File: config.mk
export PLATFORM = sky130hd
export DESIGN_NAME = pss_top
export DESIGN_NICKNAME = d
export VERILOG_FILES = /design/src/shared/pss_pkg.sv /design/src/design/pss_sync.sv /design/src/design/pss_top.sv
export VERILOG_INCLUDE_DIRS = /design/src /design/src/shared
export SDC_FILE = /design/constraint.sdc
export NUM_CORES = 1
export LEC_CHECK = 0
export ABC_AREA = 1
export BUFFER_PORTS_ARGS = -buffer_cell sky130_fd_sc_hd__buf_2
export CORE_ASPECT_RATIO = 0.6
export CORE_MARGIN = 1.5
export CORE_UTILIZATION = 39
export DETAILED_ROUTE_END_ITERATION = 8
export PLACE_DENSITY = 0.76
export SLEW_MARGIN = 20
export SYNTH_ARGS = -nofsm -noshare
export SYNTH_HDL_FRONTEND = slang
export SYNTH_SLANG_ARGS = --single-unit
File: constraint.sdc
create_clock -name clock_i -period 0.97 [get_ports clock_i]
set_input_delay 0.097 -clock clock_i [delete_from_list [all_inputs] [get_ports clock_i]]
set_output_delay 0.097 -clock clock_i [all_outputs]
set_load 0.02 [all_outputs]
File: src/shared/pss_map.svh
// register offsets, bit positions and reset values of the status block
`ifndef PSS_MAP_SVH
`define PSS_MAP_SVH

// register indices; byte address is four times the index
`define PSS_IDX_STATUS      6'h01
`define PSS_IDX_IRQ_STATUS  6'h10
`define PSS_IDX_IRQ_MASK    6'h11

// status word
`define PSS_STATUS_RST      16'h7849
`define PSS_STATUS_W        16
`define PSS_BIT_RSVD_TOP    15
`define PSS_BIT_FAST_FULL   14
`define PSS_BIT_FAST_HALF   13
`define PSS_BIT_SLOW_FULL   12
`define PSS_BIT_SLOW_HALF   11
`define PSS_RSVD_MID_HI     10
`define PSS_RSVD_MID_LO     7
`define PSS_BIT_NO_PREAMBLE 6
`define PSS_BIT_NEG_DONE    5
`define PSS_BIT_FAR_FAULT   4
`define PSS_BIT_NEG_ABLE    3
`define PSS_BIT_LINK        2
`define PSS_BIT_BABBLE      1
`define PSS_BIT_EXTRA_REGS  0

// interrupt status and mask layout
`define PSS_IRQ_W           4
`define PSS_IRQ_FAR_FAULT   0
`define PSS_IRQ_BABBLE      1
`define PSS_IRQ_LINK_CHG    2
`define PSS_IRQ_NEG_DONE    3
`define PSS_IRQ_RST         4'h0

// bus
`define PSS_ADDR_W          8
`define PSS_DATA_W          32
`define PSS_BE_W            4
`define PSS_IDX_LSB         2
`define PSS_BE_LANE0        0
`define PSS_SYNC_STAGES     2

`endif

File: src/shared/pss_pkg.sv
// types shared by the status register block
package pss_pkg;

  // raw condition levels from the transceiver core
  typedef struct packed {
    logic neg_done;
    logic link_up;
    logic far_fault;
    logic babble;
  } pss_phy_evt_s;

  // kind of access decoded each cycle from the read and write strobes
  typedef enum logic [1:0] {
    PSS_ACC_NONE  = 2'b00,
    PSS_ACC_READ  = 2'b01,
    PSS_ACC_WRITE = 2'b10
  } pss_acc_e;

  typedef logic [15:0] pss_word_t;

endpackage

File: src/design/pss_sync.sv
// two-flop level synchroniser, one chain per bit
`timescale 1ns/1ps
`include "pss_map.svh"

module pss_sync
#(
  parameter int W = 4
)
(
  input  wire logic         clock_i,
  input  wire logic         rst_b_i,
  input  wire logic [W-1:0] din_i,
  output logic      [W-1:0] dout_o
);

  logic [W-1:0] meta_q;
  logic [W-1:0] sync_q;

  // --------------------------------------------------------------
  // per-bit chains
  // --------------------------------------------------------------
  genvar gi;
  generate
    for (gi = 0; gi < W; gi++)
    begin : g_bit
      always_ff @(posedge clock_i)
      begin
        if (!rst_b_i)
        begin
          meta_q[gi] <= 1'b0;
          sync_q[gi] <= 1'b0;
        end
        else
        begin
          meta_q[gi] <= din_i[gi];
          sync_q[gi] <= meta_q[gi];
        end
      end
    end
  endgenerate

  assign dout_o = sync_q;

endmodule

File: src/design/pss_top.sv
// transceiver status and capability register with avalon-mm slave
`timescale 1ns/1ps
`include "pss_map.svh"

module pss_top
  import pss_pkg::*;
(
  input  wire logic                    clock_i,
  input  wire logic                    rst_b_i,
  input  wire logic [`PSS_ADDR_W-1:0]  avs_address_i,
  input  wire logic                    avs_read_i,
  input  wire logic                    avs_write_i,
  input  wire logic [`PSS_DATA_W-1:0]  avs_writedata_i,
  input  wire logic [`PSS_BE_W-1:0]    avs_byteenable_i,
  output logic      [`PSS_DATA_W-1:0]  avs_readdata_o,
  output logic                         avs_waitrequest_o,
  input  wire pss_phy_evt_s            phy_evt_i,
  output logic                         irq_o
);

  // --------------------------------------------------------------
  // declarations
  // --------------------------------------------------------------
  pss_phy_evt_s                phy_sync;
  pss_phy_evt_s                phy_prev_q;
  logic                        far_fault_q;
  logic                        far_fault_d;
  logic                        babble_q;
  logic                        babble_d;
  pss_word_t                   status_word;
  logic                        wait_q;
  logic                        wait_d;
  logic [`PSS_DATA_W-1:0]      rdata_q;
  logic [`PSS_DATA_W-1:0]      rdata_d;
  pss_acc_e                    acc_kind;
  logic                        acc_take;
  logic [5:0]                  acc_idx;
  logic                        hit_status;
  logic                        hit_irq_sts;
  logic                        hit_irq_mask;
  logic                        clr_far_q;
  logic                        clr_far_d;
  logic                        clr_babble_q;
  logic                        clr_babble_d;
  logic                        rd_status_take;
  logic                        rd_snap;
  logic                        wr_take;
  logic [`PSS_IRQ_W-1:0]       irq_evt;
  logic [`PSS_IRQ_W-1:0]       irq_pend;
  logic [`PSS_IRQ_W-1:0]       irq_sts_q;
  logic [`PSS_IRQ_W-1:0]       irq_sts_d;
  logic [`PSS_IRQ_W-1:0]       irq_mask_q;
  logic [`PSS_IRQ_W-1:0]       irq_w1c;
  logic                        irq_q;

  // --------------------------------------------------------------
  // condition inputs
  // --------------------------------------------------------------
  // four condition levels into the clock domain
  pss_sync
  #(
    .W ($bits(pss_phy_evt_s))
  )
  u_sync
  (
    .clock_i (clock_i),
    .rst_b_i (rst_b_i),
    .din_i   (phy_evt_i),
    .dout_o  (phy_sync)
  );

  // previous synchronised levels for edge events
  always_ff @(posedge clock_i)
  begin
    if (!rst_b_i)
    begin
      phy_prev_q <= '0;
    end
    else
    begin
      phy_prev_q <= phy_sync;
    end
  end

  // --------------------------------------------------------------
  // bus request decode
  // --------------------------------------------------------------
  always_comb
  begin
    if (avs_read_i)
    begin
      acc_kind = PSS_ACC_READ;
    end
    else if (avs_write_i)
    begin
      acc_kind = PSS_ACC_WRITE;
    end
    else
    begin
      acc_kind = PSS_ACC_NONE;
    end
  end

  // word index from the byte address
  assign acc_idx      = avs_address_i[`PSS_ADDR_W-1:`PSS_IDX_LSB];
  assign hit_status   = (acc_idx == `PSS_IDX_STATUS);
  assign hit_irq_sts  = (acc_idx == `PSS_IDX_IRQ_STATUS);
  assign hit_irq_mask = (acc_idx == `PSS_IDX_IRQ_MASK);

  // request completes on the edge that sees waitrequest low
  assign acc_take = (acc_kind != PSS_ACC_NONE) && !wait_q;

  // a read snapshots on its first edge, a write lands on its last
  assign rd_snap = (acc_kind == PSS_ACC_READ) && wait_q;
  assign wr_take = acc_take && (acc_kind == PSS_ACC_WRITE)
                   && avs_byteenable_i[`PSS_BE_LANE0];

  // --------------------------------------------------------------
  // status word
  // --------------------------------------------------------------
  // constant bits forced here; only four bits follow the core
  always_comb
  begin
    status_word                       = `PSS_STATUS_RST;
    status_word[`PSS_BIT_RSVD_TOP]    = 1'b0;
    status_word[`PSS_RSVD_MID_HI:`PSS_RSVD_MID_LO] = '0;
    status_word[`PSS_BIT_FAST_FULL]   = 1'b1;
    status_word[`PSS_BIT_FAST_HALF]   = 1'b1;
    status_word[`PSS_BIT_SLOW_FULL]   = 1'b1;
    status_word[`PSS_BIT_SLOW_HALF]   = 1'b1;
    status_word[`PSS_BIT_NO_PREAMBLE] = 1'b1;
    status_word[`PSS_BIT_NEG_DONE]    = phy_sync.neg_done;
    status_word[`PSS_BIT_FAR_FAULT]   = far_fault_q;
    status_word[`PSS_BIT_NEG_ABLE]    = 1'b1;
    status_word[`PSS_BIT_LINK]        = phy_sync.link_up;
    status_word[`PSS_BIT_BABBLE]      = babble_q;
    status_word[`PSS_BIT_EXTRA_REGS]  = 1'b1;
  end

  // --------------------------------------------------------------
  // sticky condition flags
  // --------------------------------------------------------------
  // only bits that were returned as one are cleared, and a
  // condition still present keeps the bit set
  assign rd_status_take = acc_take && (acc_kind == PSS_ACC_READ)
                          && hit_status;

  always_comb
  begin
    far_fault_d = phy_sync.far_fault
                  | (far_fault_q & ~(rd_status_take & clr_far_q));
    babble_d    = phy_sync.babble
                  | (babble_q & ~(rd_status_take & clr_babble_q));
  end

  always_ff @(posedge clock_i)
  begin
    if (!rst_b_i)
    begin
      far_fault_q <= 1'b0;
    end
    else
    begin
      far_fault_q <= far_fault_d;
    end
  end

  always_ff @(posedge clock_i)
  begin
    if (!rst_b_i)
    begin
      babble_q <= 1'b0;
    end
    else
    begin
      babble_q <= babble_d;
    end
  end

  // --------------------------------------------------------------
  // read data and waitrequest
  // --------------------------------------------------------------
  always_comb
  begin
    rdata_d = '0;
    if (hit_status)
    begin
      rdata_d[`PSS_STATUS_W-1:0] = status_word;
    end
    else if (hit_irq_sts)
    begin
      rdata_d[`PSS_IRQ_W-1:0] = irq_sts_q;
    end
    else if (hit_irq_mask)
    begin
      rdata_d[`PSS_IRQ_W-1:0] = irq_mask_q;
    end
  end

  // one wait cycle per request, low for exactly one edge
  always_comb
  begin
    wait_d = !((acc_kind != PSS_ACC_NONE) && wait_q);
  end

  always_ff @(posedge clock_i)
  begin
    if (!rst_b_i)
    begin
      wait_q <= 1'b1;
    end
    else
    begin
      wait_q <= wait_d;
    end
  end

  // snapshot while waiting, held through the completing edge
  always_ff @(posedge clock_i)
  begin
    if (!rst_b_i)
    begin
      rdata_q <= '0;
    end
    else if (rd_snap)
    begin
      rdata_q <= rdata_d;
    end
  end

  // remember which sticky bits the snapshot carried
  always_comb
  begin
    clr_far_d    = clr_far_q;
    clr_babble_d = clr_babble_q;
    if (rd_snap)
    begin
      clr_far_d    = hit_status && far_fault_q;
      clr_babble_d = hit_status && babble_q;
    end
  end

  always_ff @(posedge clock_i)
  begin
    if (!rst_b_i)
    begin
      clr_far_q    <= 1'b0;
      clr_babble_q <= 1'b0;
    end
    else
    begin
      clr_far_q    <= clr_far_d;
      clr_babble_q <= clr_babble_d;
    end
  end

  assign avs_readdata_o    = rdata_q;
  assign avs_waitrequest_o = wait_q;

  // --------------------------------------------------------------
  // interrupt events
  // --------------------------------------------------------------
  always_comb
  begin
    irq_evt = '0;
    irq_evt[`PSS_IRQ_FAR_FAULT] = phy_sync.far_fault
                                  & ~phy_prev_q.far_fault;
    irq_evt[`PSS_IRQ_BABBLE]    = phy_sync.babble
                                  & ~phy_prev_q.babble;
    irq_evt[`PSS_IRQ_LINK_CHG]  = phy_sync.link_up
                                  ^ phy_prev_q.link_up;
    irq_evt[`PSS_IRQ_NEG_DONE]  = phy_sync.neg_done
                                  & ~phy_prev_q.neg_done;
  end

  // write-one-to-clear, low byte lane only
  always_comb
  begin
    irq_w1c = '0;
    if (wr_take && hit_irq_sts)
    begin
      irq_w1c = avs_writedata_i[`PSS_IRQ_W-1:0];
    end
  end

  // a new event wins over a clear in the same cycle
  assign irq_sts_d = irq_evt | (irq_sts_q & ~irq_w1c);

  always_ff @(posedge clock_i)
  begin
    if (!rst_b_i)
    begin
      irq_sts_q <= `PSS_IRQ_RST;
    end
    else
    begin
      irq_sts_q <= irq_sts_d;
    end
  end

  always_ff @(posedge clock_i)
  begin
    if (!rst_b_i)
    begin
      irq_mask_q <= `PSS_IRQ_RST;
    end
    else if (wr_take && hit_irq_mask)
    begin
      irq_mask_q <= avs_writedata_i[`PSS_IRQ_W-1:0];
    end
  end

  // --------------------------------------------------------------
  // interrupt output
  // --------------------------------------------------------------
  // pending means set and unmasked; output lags it by one edge
  assign irq_pend = irq_sts_q & irq_mask_q;

  always_ff @(posedge clock_i)
  begin
    if (!rst_b_i)
    begin
      irq_q <= 1'b0;
    end
    else
    begin
      irq_q <= |irq_pend;
    end
  end

  assign irq_o = irq_q;

endmodule

==> key figures <==
Setup path
  – End of the worst register-to-register path: avs_readdata_o[3]
  – Depth of the worst register-to-register path: 8
  – Critical Path Fanout Max: 6
  – Critical Path End Type: flop
  – Worst Setup Start Kind: flop
  – Arrival time of the worst setup path: 1260 ps
  – Worst-case register-to-register setup slack: -100 ps
  – Worst path max stage delay: 350 ps
  – WP data required: 1150 ps
  – Cell with the biggest individual delay on the critical path: dfxtp_4
  – Critical path class: reg2reg
  – Startpoint of the worst register-to-register path: avs_waitrequest_o
  – Critical path cell sequence: buf_4 -> nand2_4 -> inv_6 -> buf_6 -> nor2_2 -> nor2_1 -> nand2_1 -> inv_1

CTS
  – Root buffer selected by CTS: clkbuf_8
  – TritonCTS clock tree: yes
  – Register clock-pin slew on the reported worst setup and hold paths: 60 ps
  – Clock Latency Late Sink: 280 ps
  – H-tree levels: 2
  – Clock buffers created by TritonCTS: 5
  – Number of clock sinks: 32
  – Max Root-Sink Buffers: 2

Outcome
  – Run status: complete, but fails checks
  – Failing checks: negative setup slack

STA
  – Final hold violations: 0
  – Worst setup slack after layout: -103 ps
  – Minimum clock period after layout: 1070 ps
  – Clock skew: 3.93 ps
  – # setup viols final: 14
  – Unrepaired setup endpoints after global routing: true
  – Highest Clock Rate: 0.932 GHz
  – Fin crit share: 111%
  – Final number of max-transition violations: 0

Cells and area
  – Net count reported at finish: 301
  – Fraction of final layout cells sized beyond drive strength 1: 32.4%
  – Fill cell count: 356
  – Final instance area: 1910 um^2
  – Inserted Diodes: 0
  – P&R area growth vs syn: 30.2%

Drt
  – Number of iterations in the first detailed-routing pass: 4
  – Detailed-route via count: 1266
  – Final wirelength: 3010 um
  – Drc violations: 0
  – Routed wirelength normalized by instance count: 10.1 um
  – Mean number of vias per cell: 4.26
  – 1st-iter DRT viols: 60
  – Remaining antenna violation count: 0

Logic synthesis
  – Yosys reg bits: 32
  – Portion of the post-synthesis area used by sequential elements: 43.6%
  – Warnings from Yosys: 0
  – Post-synthesis cell count: 202
  – Synth unique cells: 21
  – Syn Std Cell Area: 1470 um^2
  – Post-Syn Area per Cell: 7.27 um^2

Placed design
  – Worst-case setup slack after placement: -154 ps
  – Detail Placement HPWL: 2110 um
  – Final RePlAce weighted congestion: 0.839
  – PortBufs: 31
  – Placed standard-cell area: 1640 um^2

Power and ir drop
  – Peak ir drop on the vdd network: 732 uV
  – PD cells: 1490 nW/um^2
  – Reported leakage power: 1.00 nW
  – Pwr Total: 2.84 mW

Global routing
  – GRT Util Overall: 15.5%
  – Vias in the first global route: 1074
  – Largest net degree at the start of global routing: 12
  – Global-route congestion overflow total: 0
  – First-pass GRT wire length: 4580 um
  – Antenna violations before repair: 0

Min path
  – Cell depth of the worst hold path: 2
  – Endpoint of the worst hold-timing path: avs_waitrequest_o
  – Hold path startpoint: avs_write_i
  – Worst min-delay path category: in2reg

Die
  – FP Rows: 17
  – I/O pin count: 86
  – Initial Utilization: 40.4%
  – Y dimension of the die: 50.5 um
  – Chip width: 82.2 um
  – Placeable core region: 3640 um^2
  – Total die area: 4160 um^2

Job
  – Number of max-capacitance violations reported: 0
-- placed cells by master (no fill, tap or decap), types with 2 or more instances in the layout --
cell           count
or2_2              3
o21ai_1            4
conb_1            21
buf_2             24
nor2_4             4
clkbuf_8           6
nand3_4            2
nor2_2             3
clkinv_2           2
nand4_1            4
o21ai_2            3
nand3_1           12
nor2_1            19
inv_1             24
buf_6              3
a21oi_1            3
inv_2              3
dfxtp_1           30
nand3_2            2
buf_4             18
dlygate4sd3_1      4
nand2_1           45
-- per-layer routing --
layer / track usage (%) / routed length, um / part of all wire [%] / vias up
met3: 8.55 / 226 / 7.5 / 5
met5: 0 / 0 / 0 / -
li1: - / - / - / 666
met2: 21.8 / 1320 / 44 / 35
met1: 19.9 / 1430 / 47 / 560
met4: 5.08 / 36 / 1.2 / 0
-- power breakdown --
| group | total (mW) | internal (mW) | switching (mW) |
|---|---|---|---|
| Sequential | 1.39 | 1.36 | 0.0295 |
| Combinational | 0.420 | 0.157 | 0.263 |
| Clock | 1.03 | 0.565 | 0.467 |
-- cell usage after synthesis (all sizes together) --
cell type / number / area share, %
a21oi: 4 / 1.4
a41oi: 1 / 0.60
buf: 27 / 14
clkbuf: 2 / 0.51
clkinv: 2 / 0.51
conb: 1 / 0.26
dfxtp: 32 / 44
inv: 27 / 6.9
nand2: 47 / 12
nand3: 16 / 5.8
nand4: 4 / 1.7
nor2: 26 / 7.7
nor3: 1 / 0.68
o211ai: 1 / 0.51
o21ai: 7 / 2.4
or2: 3 / 1.3
xnor2: 1 / 0.60
-- sequential cells by signal, indices dropped and copies added, names as in the netlist --
signal / cells
irq_mask_q: 4
u_sync.meta_q: 4
phy_prev_q: 4
babble_q: 1
u_sync.dout_o: 4
avs_readdata_o: 7
irq_sts_q: 4
clr_babble_q: 1
avs_waitrequest_o: 1
irq_o: 1
far_fault_q: 1
-- logic make-up (layout without fill, tap and decap cells) --
family	Yosys count	after routing	synth area share [%]
buffers and inverters	58	86	21.6
XOR/XNOR	1	1	0.596
flip-flops	32	32	43.6
AND/OR/NAND/NOR	97	97	29.1
AO/OA/AOI/OAI	13	13	4.86
other	1	21	0.255
-- through the flow --
step | hold slack [ps] | setup TNS [ps] | util [%] | std cells
after floorplan | 195 | -270 | - | 222
after global placement | 280 | -836 | 45.0 | 282
after detailed placement | 285 | -1080 | 45.0 | 282
after CTS | 37.9 | -1170 | 50.5 | 295
after global routing | 45.4 | -1780 | 52.6 | 297
final | 46.7 | -870 | 52.6 | 297
-- timing repair --
action,CTS,global route
endpoints found under the setup margin,9,24
setup buffers,1,2
endpoints found under the hold margin,4,0
hold buffers,4,0
gates resized for setup,16,26
pin swaps,8,7
-- area by class of cell --
cell class                 count  area, um^2  share of cell area [%]
clock inverter                 2        10.0                   0.523
multi-input combinational    132         671                    35.1
inverter                      29         116                    6.08
tap                           47        58.8                    3.07
clock buffer                   6        82.6                    4.32
sequential                    32         646                    33.7
timing repair buffer          49         329                    17.2
-- critical path: cells and delay by family (launching register included) --
family / cells / cell delay (ps)
buffers and inverters: 4 / 350
flip-flops: 1 / 350
AND/OR/NAND/NOR: 4 / 270
-- how the worst max path moves through the flow --
| stage | start | end | slack [ps] | depth (start not counted) |
|---|---|---|---|---|
| global placement | avs_waitrequest_o | irq_mask_q[3] | -110 | 7 |
| finish | avs_waitrequest_o | avs_readdata_o[3] | -100 | 8 |
| detailed placement | avs_waitrequest_o | irq_mask_q[1] | -150 | 7 |
| CTS | avs_waitrequest_o | irq_sts_q[3] | -140 | 6 |
| global route | avs_waitrequest_o | avs_readdata_o[3] | -160 | 8 |
| floorplan | avs_waitrequest_o | irq_mask_q[0] | -50 | 7 |
(Power assumes the default switching activity.)
